[config.mk]
export PLATFORM = sky130hd
export DESIGN_NAME = hwwdt_top
export DESIGN_NICKNAME = d
export VERILOG_FILES = /design/src/include/hwwdt_pkg.sv /design/src/hwwdt_sync.sv /design/src/hwwdt_top.sv
export SDC_FILE = /design/constraint.sdc
export NUM_CORES = 1
export LEC_CHECK = 0
export BUFFER_PORTS_ARGS = -buffer_cell sky130_fd_sc_hd__buf_2
export CAP_MARGIN = 30
export CORE_MARGIN = 1.5
export CORE_UTILIZATION = 61
export CTS_CLUSTER_SIZE = 24
export DETAILED_ROUTE_END_ITERATION = 6
export PLACE_DENSITY = 0.84
export RECOVER_POWER = 100
export SYNTH_ARGS = -nofsm -noshare
export SYNTH_HDL_FRONTEND = slang
export SYNTH_SLANG_ARGS = --single-unit
[constraint.sdc]
create_clock -name clock -period 4 [get_ports clock]
set_input_delay 0.8 -clock clock [delete_from_list [all_inputs] [get_ports clock]]
set_output_delay 0.8 -clock clock [all_outputs]
set_load 0.005 [all_outputs]
[src/include/hwwdt_pkg.sv]
package hwwdt_pkg;

  // Special-function register addresses.
  localparam logic [7:0] SERVICE_ADDR = 8'hA6;
  localparam logic [7:0] TIMEOUT_SEL_ADDR = 8'hA7;

  // Arming and servicing byte pair.
  localparam logic [7:0] KEY_FIRST = 8'h1E;
  localparam logic [7:0] KEY_SECOND = 8'hE1;

  // Counter layout.
  localparam int BASE_WIDTH = 14;
  localparam int PRESCALE_WIDTH = 7;
  localparam int COUNT_WIDTH = BASE_WIDTH + PRESCALE_WIDTH;
  localparam logic [BASE_WIDTH-1:0] BASE_TERMINAL = 14'h3FFF;

  // Time-out select field.
  localparam int SEL_LSB = 0;
  localparam int SEL_WIDTH = 3;
  localparam logic [SEL_WIDTH-1:0] SEL_RESET = 3'h0;

  // Overflow reset pulse length in peripheral clock periods.
  localparam int PULSE_PERIODS = 96;
  localparam int PULSE_WIDTH = 7;
  localparam logic [PULSE_WIDTH-1:0] PULSE_LAST = 7'(PULSE_PERIODS - 1);

  // Last machine-cycle prescaler count (cycles of 12 and 6 peripheral clocks), standard and double-speed modes.
  localparam int MC_WIDTH = 4;
  localparam logic [MC_WIDTH-1:0] MC_STD_LAST = 4'hB;
  localparam logic [MC_WIDTH-1:0] MC_X2_LAST = 4'h5;

  typedef enum logic [1:0]
  {
    HWWDT_IDLE = 2'b00,
    HWWDT_HALF = 2'b01,
    HWWDT_RUN = 2'b11,
    HWWDT_RUN_HALF = 2'b10
  } hwwdt_state_type;

  typedef struct packed
  {
    logic wr;
    logic rd;
    logic [7:0] addr;
    logic [7:0] wdata;
  } hwwdt_sfr_type;

endpackage : hwwdt_pkg

[src/hwwdt_sync.sv]
`timescale 1ns/1ps

// Three-stage synchroniser; a change is taken once stages two and three agree.
module hwwdt_sync
(
  // Clock and reset
  input wire logic clock,
  input wire logic srst,
  // Data
  input wire logic din,
  output logic dout
);

  logic s1_r;
  logic s2_r;
  logic s3_r;

  always_ff @(posedge clock)
  begin
    if (srst)
    begin
      s1_r <= 1'b1;
      s2_r <= 1'b1;
      s3_r <= 1'b1;
    end
    else
    begin
      s1_r <= din;
      s2_r <= s1_r;
      s3_r <= s2_r;
    end
  end

  always_ff @(posedge clock)
  begin
    if (srst)
      dout <= 1'b1;
    else if (s2_r == s3_r)
      dout <= s3_r;
  end

endmodule : hwwdt_sync

[src/hwwdt_top.sv]
`timescale 1ns/1ps

// How it works
// - Watchdog core is a 14-bit up-counter hidden from software.
// - After any reset the watchdog is inactive and does not count.
// - Writing 1E then E1 to service register A6 arms the watchdog.
// - Armed counter advances once per machine cycle while oscillator runs.
// - Only hardware reset or watchdog overflow returns it to disabled.
// - The same pair written while armed clears the count to zero.
// - Base configuration overflows and resets at terminal count 3FFF.
// - Overflow drives an active-high reset pulse out on the reset pin.
// - The overflow reset pulse lasts exactly 96 peripheral clock periods.
// - Service register is write-only; reads return an undefined value.
// - A 7-bit prescaler extends the counter for longer time-outs.
// - Three-bit select in bits 2..0 of register A7; bits 7..3 reserved.
// - Select field resets to 000; reserved bits undefined after reset.
// - In power-down the oscillator stops and the counter holds.
// - After interrupt wake from power-down, counting waits for input high.
module hwwdt_top
(
  // Clock and reset
  input wire logic clock,
  input wire logic srst,
  // Special-function register bus
  input wire hwwdt_pkg::hwwdt_sfr_type special_function_register,
  output logic [7:0] sfr_rdata,
  output logic sfr_rvalid,
  // Power management
  input wire logic power_down,
  input wire logic double_speed,
  input wire logic wake_int_n,
  // Reset pin drive and status
  output logic rst_pin_out,
  output logic rst_pin_oe_n,
  output logic armed
);

  hwwdt_pkg::hwwdt_state_type state_r;
  hwwdt_pkg::hwwdt_state_type state_nxt;
  logic [hwwdt_pkg::COUNT_WIDTH-1:0] count_r;
  logic [hwwdt_pkg::SEL_WIDTH-1:0] sel_r;
  logic [hwwdt_pkg::MC_WIDTH-1:0] mc_r;
  logic [hwwdt_pkg::PULSE_WIDTH-1:0] pulse_cnt_r;
  logic pulse_r;
  logic wake_hold_r;
  logic pd_prev_r;
  logic wake_sync;
  logic mc_tick;
  logic svc_wr;
  logic svc_done;
  logic overflow;
  logic is_armed;
  logic [hwwdt_pkg::COUNT_WIDTH-1:0] terminal;

  hwwdt_sync u_wake_sync
  (
    .clock(clock),
    .srst(srst),
    .din(wake_int_n),
    .dout(wake_sync)
  );

  assign svc_wr = special_function_register.wr && (special_function_register.addr == hwwdt_pkg::SERVICE_ADDR);
  assign is_armed = (state_r == hwwdt_pkg::HWWDT_RUN) || (state_r == hwwdt_pkg::HWWDT_RUN_HALF);

  // Sequence detector; any other value on the service address restarts it.
  always_comb
  begin
    state_nxt = state_r;
    svc_done = 1'b0;
    case (state_r)
      hwwdt_pkg::HWWDT_IDLE:
        if (svc_wr && special_function_register.wdata == hwwdt_pkg::KEY_FIRST)
          state_nxt = hwwdt_pkg::HWWDT_HALF;
      hwwdt_pkg::HWWDT_HALF:
        if (svc_wr)
        begin
          if (special_function_register.wdata == hwwdt_pkg::KEY_SECOND)
          begin
            state_nxt = hwwdt_pkg::HWWDT_RUN;
            svc_done = 1'b1;
          end
          else if (special_function_register.wdata != hwwdt_pkg::KEY_FIRST)
            state_nxt = hwwdt_pkg::HWWDT_IDLE;
        end
      hwwdt_pkg::HWWDT_RUN:
        if (svc_wr && special_function_register.wdata == hwwdt_pkg::KEY_FIRST)
          state_nxt = hwwdt_pkg::HWWDT_RUN_HALF;
      hwwdt_pkg::HWWDT_RUN_HALF:
        if (svc_wr)
        begin
          // A broken pair never disarms; it only restarts detection.
          if (special_function_register.wdata == hwwdt_pkg::KEY_SECOND)
          begin
            state_nxt = hwwdt_pkg::HWWDT_RUN;
            svc_done = 1'b1;
          end
          else if (special_function_register.wdata != hwwdt_pkg::KEY_FIRST)
            state_nxt = hwwdt_pkg::HWWDT_RUN;
        end
      default:
        state_nxt = hwwdt_pkg::HWWDT_IDLE;
    endcase
  end

  always_ff @(posedge clock)
  begin
    if (srst || overflow)
      state_r <= hwwdt_pkg::HWWDT_IDLE;
    else
      state_r <= state_nxt;
  end

  // Time-out select register; upper bits are not stored.
  always_ff @(posedge clock)
  begin
    if (srst)
      sel_r <= hwwdt_pkg::SEL_RESET;
    else if (special_function_register.wr && special_function_register.addr == hwwdt_pkg::TIMEOUT_SEL_ADDR)
      sel_r <= special_function_register.wdata[hwwdt_pkg::SEL_LSB +: hwwdt_pkg::SEL_WIDTH];
  end

  // Reads: the select register shows its field, reserved bits as zero.
  // The service register has no read path, so it returns zero as its undefined value.
  always_ff @(posedge clock)
  begin
    if (srst)
    begin
      sfr_rdata <= 8'h00;
      sfr_rvalid <= 1'b0;
    end
    else
    begin
      sfr_rvalid <= special_function_register.rd;
      if (special_function_register.rd && special_function_register.addr == hwwdt_pkg::TIMEOUT_SEL_ADDR)
        sfr_rdata <= {5'h00, sel_r};
      else
        sfr_rdata <= 8'h00;
    end
  end

  // Machine-cycle prescaler from the peripheral clock; it stops in power-down.
  always_ff @(posedge clock)
  begin
    if (srst)
      mc_r <= '0;
    else if (power_down)
      mc_r <= mc_r;
    else if (mc_tick)
      mc_r <= '0;
    else
      mc_r <= mc_r + 4'h1;
  end

  // A change to double-speed in mid-cycle, with the prescaler already past 5, ends the machine cycle at once rather than letting the
  // prescaler wrap through sixteen clocks; a change to standard mode stretches the cycle to twelve clocks.
  assign mc_tick = !power_down &&
    (mc_r >= (double_speed ? hwwdt_pkg::MC_X2_LAST : hwwdt_pkg::MC_STD_LAST));

  // After leaving power-down, hold counting until the wake input is released high.
  always_ff @(posedge clock)
  begin
    if (srst)
    begin
      pd_prev_r <= 1'b0;
      wake_hold_r <= 1'b0;
    end
    else
    begin
      pd_prev_r <= power_down;
      if (pd_prev_r && !power_down && !wake_sync)
        wake_hold_r <= 1'b1;
      else if (wake_sync)
        wake_hold_r <= 1'b0;
    end
  end

  // Terminal count is 2^(14+sel)-1: the 14-bit base plus sel prescaler bits.
  always_comb
  begin
    terminal = '0;
    for (int i = 0; i < hwwdt_pkg::COUNT_WIDTH; i++)
      if (i < hwwdt_pkg::BASE_WIDTH + int'(sel_r))
        terminal[i] = 1'b1;
  end

  assign overflow = is_armed && mc_tick && !wake_hold_r && (count_r == terminal);

  always_ff @(posedge clock)
  begin
    if (srst || !is_armed || overflow)
      count_r <= '0;
    else if (svc_done)
      count_r <= '0;
    else if (mc_tick && !wake_hold_r)
      count_r <= count_r + 21'h1;
  end

  // Overflow pulse runs on its own counter; a new overflow cannot occur during it.
  always_ff @(posedge clock)
  begin
    if (srst)
    begin
      pulse_r <= 1'b0;
      pulse_cnt_r <= '0;
    end
    else if (overflow)
    begin
      pulse_r <= 1'b1;
      pulse_cnt_r <= '0;
    end
    else if (pulse_r)
    begin
      if (pulse_cnt_r == hwwdt_pkg::PULSE_LAST)
        pulse_r <= 1'b0;
      pulse_cnt_r <= pulse_cnt_r + 7'h1;
    end
  end

  assign rst_pin_out = pulse_r;
  assign rst_pin_oe_n = !pulse_r;
  assign armed = is_armed;

endmodule : hwwdt_top

## After elaboration in Yosys (flattened, before gate mapping)

Index checks and enable logic that the tools add are counted.

- Flip-flop bits (word level): 53
- Input port bits: 23
- Output and inout bits: 12

- $add $sub $neg: 4
- Magnitude comparators: 22
- Equality and inequality tests: 17
- Mux-type cells: 40
- Bitwise gates (word level): 1
- Reduce and logical (&&, ||, !) cells: 27

Operator list:

| operator | count |
|---|---|
| < comparator 5 x 32 -> 1 bit, first input constant | 8 |
| < comparator 4 x 32 -> 1 bit, first input constant | 4 |
| < comparator 6 x 32 -> 1 bit, first input constant | 4 |
| < comparator 3 x 32 -> 1 bit, first input constant | 2 |
| < comparator 1 x 32 -> 1 bit, first input constant | 1 |
| < comparator 2 x 32 -> 1 bit, first input constant | 1 |
| two-way mux 1 bit | 29 |
| equality test 8 bit, second input constant | 3 |
| adder 21 x 1 -> 21 bit, second input constant | 1 |
| equality test 21 bit | 1 |
| two-way mux 2 bit | 8 |
| logical AND 1 bit | 11 |
| equality test 8 x 5 -> 1 bit, second input constant | 1 |
| two-way mux 4 bit | 2 |
| inequality test 8 x 5 -> 1 bit, second input constant | 1 |
| case mux 2 bit (4 select lines) | 1 |
| OR reduction 2 bit | 4 |
| adder 7 x 1 -> 7 bit, second input constant | 1 |
| equality test 7 bit, second input constant | 1 |
| inequality test 2 bit, second input constant | 3 |
| AND reduction 6 bit | 1 |
| adder 4 x 3 -> 5 bit, first input constant | 1 |
| logical NOT 1 bit | 5 |
| < comparator 5 bit, first input constant | 1 |
| 12 further kinds | 16 |

## Depth between registers and ports, before layout

- Depth after elaboration: 8
- Gate-level depth with buffers: 10
- Depth with buffers taken out: 8

## By module

Synthesis repeated with hierarchy kept, for this count alone.

- Cells, all modules: 290
- Area, all modules: 2,596.2 sq um

By module, submodules not included:

| module | instances | cells an instance | area an instance (sq um) |
|---|---|---|---|
| hwwdt_top | 1 | 280 | 2,481.1 |
| hwwdt_sync | 1 | 10 | 115.1 |

## Worst setup path after synthesis

Ideal clock, no wire load.

- Path type: in2reg
- Start point: input port special_function_register[5] (netlist name)
- End point: register state_r[1]
- Setup time: 0.070 ns
- Data arrival time: 2.142 ns
- Data required time: 3.930 ns
- Path slack: 1.788 ns
- Cell stages on the path: 5
- Cells stage by stage: or4b_4 > o41ai_1 > a21oi_1 > a211o_1 > a21oi_1

- Word-level cells in the longest chain between the ends: 4
- Elaborated cells on any way between the ends: 14

RTL lines:

| element | line | source |
|---|---|---|
| from (decl) | hwwdt_top.sv:25 | `input wire hwwdt_pkg::hwwdt_sfr_type special_function_register,` |
| equality test 8 bit or equality test 8 x 5 -> 1 bit (tied branches) | n/a |  |
| two-way mux 2 bit (tied with other cells) | hwwdt_top.sv:93 | `if (special_function_register.wdata == hwwdt_pkg::KEY_SECOND)` |
| two-way mux 2 bit (tied with other cells) | hwwdt_top.sv:90 | `if (svc_wr)` |
| case mux 2 bit (4 select lines) or AND reduction 6 bit (tied branches) | n/a |  |
| to (signal assigned) | hwwdt_top.sv:109 | `state_r <= hwwdt_pkg::HWWDT_IDLE;` |
| to (signal assigned) | hwwdt_top.sv:111 | `state_r <= state_nxt;` |
| to (decl) | hwwdt_top.sv:38 | `hwwdt_pkg::hwwdt_state_type state_r;` |

Several ways; a longest one is shown, not always the timed one. The select of a mux whose other input is x is not followed.
A chain may end at the register's enable or synchronous reset.

## Worst setup path after layout

- Start point: input port double_speed
- End point: register pulse_cnt_r[3] (netlist name)

- Word-level cells in the longest chain between the ends: 7

RTL lines:

| element | line | source |
|---|---|---|
| from (decl) | hwwdt_top.sv:30 | `input wire logic double_speed,` |
| two-way mux 4 bit | hwwdt_top.sv:158 | `(mc_r >= (double_speed ? hwwdt_pkg::MC_X2_LAST : hwwdt_pkg::MC_STD_LAST));` |
| greater-or-equal comparator 4 bit | hwwdt_top.sv:158 |  |
| logical AND 1 bit | hwwdt_top.sv:157 | `assign mc_tick = !power_down &&` |
| logical AND 1 bit (3 in series) | hwwdt_top.sv:187 | `assign overflow = is_armed && mc_tick && !wake_hold_r && (count_r == terminal);` |
| OR reduction 2 bit (no source line) | n/a |  |
| to (signal assigned) | hwwdt_top.sv:216 | `pulse_cnt_r <= pulse_cnt_r + 7'h1;` |
| to (decl) | hwwdt_top.sv:43 | `logic [hwwdt_pkg::PULSE_WIDTH-1:0] pulse_cnt_r;` |

No other way between the ends.

==> results.md <==
- Sequential share of the synthesized area: 0.377
- Die ar.: 0.00458 mm2
- Commonest non-fill, non-tap cell in the layout: nor2_1
- Worst Path Max Fanout: 12
- Drt first pass iters: 4
- Most frequent cells in the layout: 50 x nor2_1, 48 x dfxtp_1, 22 x buf_2
- M1 GR Usage: 0.298
- Layout area overhead: 9.02%
- FF-to-FF setup slack: 1.06 ns
- Post-CTS setup buffers: 0
- I/O Buffers: 29
- Flop pwr share: 0.584
- Final WS setup: roughly 0.74 ns
- Number of global-route vias before repair: roughly 1900
- Pins Over Slew Limit: 0
- NumNets Final: ~360
- Initial Util: 0.638
- Top Ports: 35
- Logic pwr share: 0.054
- Post-CTS Hold Fix Bufs: 0
- Min cycle time layout: 3.26 ns
- Total GRT Usage: 0.233
- Routed WL: 4800 um
- Routing usage on met2: 0.376
- Setup WS pre-CTS: roughly 0.95 ns
- Max-cap violations: 0
- Clk sink count: 48
- Top cells by area, synth: dfxtp_1 38%, ha_1 7.8%, nor2_1 7.4%
- Psw: 190 uW
- First-pass GRT wire length: 8090 um
- Leakage: 0.00106 uW
- Top Usage Layer GRT: met2
- Std-Cell Rows: 23
- Routed len/inst: 12.9 um
- DIE WIDTH: roughly 68 um
- Post-synthesis cell area: 0.00255 mm2
- Vias: 2022
- Resized Gates After CTS: 0
- Startpoint Class: input pin
- WP data arrival: 3.41 ns
- Slew @ Worst Pin: 1.09 ns
- Predominant post-synthesis flop cell: dfxtp_1
- Detail Placement HPWL: 3590 um
- Num CTS Buffers: 5
- Slew headroom: 0.268
- TritonCTS clock tree: done
- Layout cells sized above 1: 0.115
- Pwr/cell area: 300 mW/mm2
- Synth top area share: 0.377
- Diodes inserted: 0
- CTS root buf: clkbuf_8
- Outcome: finished, final reports clean
- Final setup fails: 0
- Synth warn: 0
- Worst clock skew: 0.00569 ns
- Clk pwr share: 0.362
- Placed instance area: 0.00270 mm2
- Post-synth EDFFs: 0
- H-tree depth: 2
- Synth area leader: dfxtp_1
- Fillers: 349
- Total overflow reported by the global router: 0
- Int Pwr: 644 uW
- Max Freq: 307 MHz
- Largest net degree at the start of global routing: 22
- Synth Instances: 293
- Met3 Use GR: 0.0550
- Final hold viol count: 0
- Final worst path period share: 0.815
- Endpoint type of the worst setup path: flop
- Skew-Pair Late Insertion Delay: 0.31 ns
- Vias/cell: 5.42
- Clock Path Buffers: 2
- Reg clk slew, reported paths: roughly 0.080 ns
- Initial antenna violation count: 0
- Async S/R FF share, synth: 0
- Synth Area per Inst: 8.71 um2
- Hold/Removal Path Class: flop to flop
- Post-synth cell types: 48
- Core area: ~0.004 mm2
- Gpl congestion: 0.819
- Iter 0 DRT Violations: about 140
- Switching portion of total power: 0.227
- Fin area: 0.00278 mm2
- Synth Register Bits: between 40 and 50
- CP required: 4.15 ns
- DRT antenna net count: 0
- Detailed-route DRC error count: 0
- Maximum vdd drop: between 0.2 and 0.3 mV
- Unrepaired setup endpoints after global routing: false
- Crit Path Class: input pin to flop
- Die Height: 67.7 um
- Setup TNS: 0 ns
==> routing by layer <==
layer	wire length [um]	vias to the layer above
li1	-	1050
met1	2320	938
met2	2270	24
met3	111	10
met4	96	0
met5	0	-
==> power by group through the flow <==
stage               Combinational, uW  Clock [uW]  Sequential (uW)
floorplan                        30.7           0              497
global placement                 43.6           0              498
detailed placement               45.6           0              498
CTS                              46.1         308              487
global route                     51.6         328              488
finish                           45.0         302              487
==> flip-flops by register name (all words and copies together), names as in the netlist <==
register	count
count_r	21
mc_r	4
pd_prev_r	1
pulse_cnt_r	7
rst_pin_out	1
sel_r	3
sfr_rdata	3
sfr_rvalid	1
state_r	2
u_wake_sync.dout	1
u_wake_sync.s1_r	1
u_wake_sync.s2_r	1
u_wake_sync.s3_r	1
wake_hold_r	1
==> synthesized netlist by cell type (4+ instances only) <==
master / n
a21oi_1: 8
and2_1: 4
buf_4: 8
dfxtp_1: 48
ha_1: 16
inv_1: 14
mux2i_1: 6
nand2_1: 17
nand2b_1: 4
nand3_1: 13
nand4_1: 11
nor2_1: 50
nor2b_1: 4
nor3_1: 5
o21ai_0: 4
or2_2: 4
xnor2_1: 17
xor2_1: 17
==> metrics by stage <==
stage / std cells / util / power, uW / hold slack, ns
finish: 373 / 0.695 / 834 / 0.422
global route: 373 / 0.695 / 867 / 0.439
CTS: 373 / 0.699 / 841 / 0.422
detailed placement: 365 / 0.676 / 544 / 0.399
global placement: 365 / 0.676 / 542 / 0.392
floorplan: 297 / - / 528 / 0.389
==> critical path: stages <==
cell and delay [ns]:
clkbuf_1 0.13, inv_1 0.07, ha_1 0.29, nand4bb_1 0.11
o22ai_1 0.12, clkbuf_1 0.40, and2_0 0.28, nand4_1 0.19
o21ai_0 0.89, nor2_1 0.12
==> area by class of cell <==
| type | count | area (um2) | area share |
|---|---|---|---|
| clock inverter | 1 | 7.51 | 0.00270 |
| sequential | 48 | 961 | 0.345 |
| clock buffer | 7 | 86.3 | 0.0310 |
| multi-input combinational | 223 | 1470 | 0.529 |
| inverter | 14 | 52.6 | 0.0189 |
| timing repair buffer | 30 | 140 | 0.0504 |
| tap | 50 | 62.6 | 0.0225 |
==> kinds of logic (layout without fill, tap and decap cells) <==
family                   after synthesis  count (layout)  share of synthesized area
AND/OR/NAND/NOR                      136             136                      0.282
flip-flops                            48              48                      0.377
XOR/XNOR                              34              34                      0.117
AO/OA/AOI/OAI                         26              26                     0.0706
buffers and inverters                 26              52                     0.0510
adder cells (fa/ha/maj)               16              16                     0.0785
multiplexers                           6               6                     0.0235
other                                  1               5                    0.00147
==> worst paths after layout <==
check / start / endpoint / cells after the start
min: u_wake_sync.s1_r / u_wake_sync.s2_r / 1
min reg2reg: u_wake_sync.s1_r / u_wake_sync.s2_r / 1
max reg2reg: mc_r[3] / pulse_cnt_r[3] / 8
max: double_speed / pulse_cnt_r[3] / 10
Note: power is estimated with default switching activity, not from simulation.
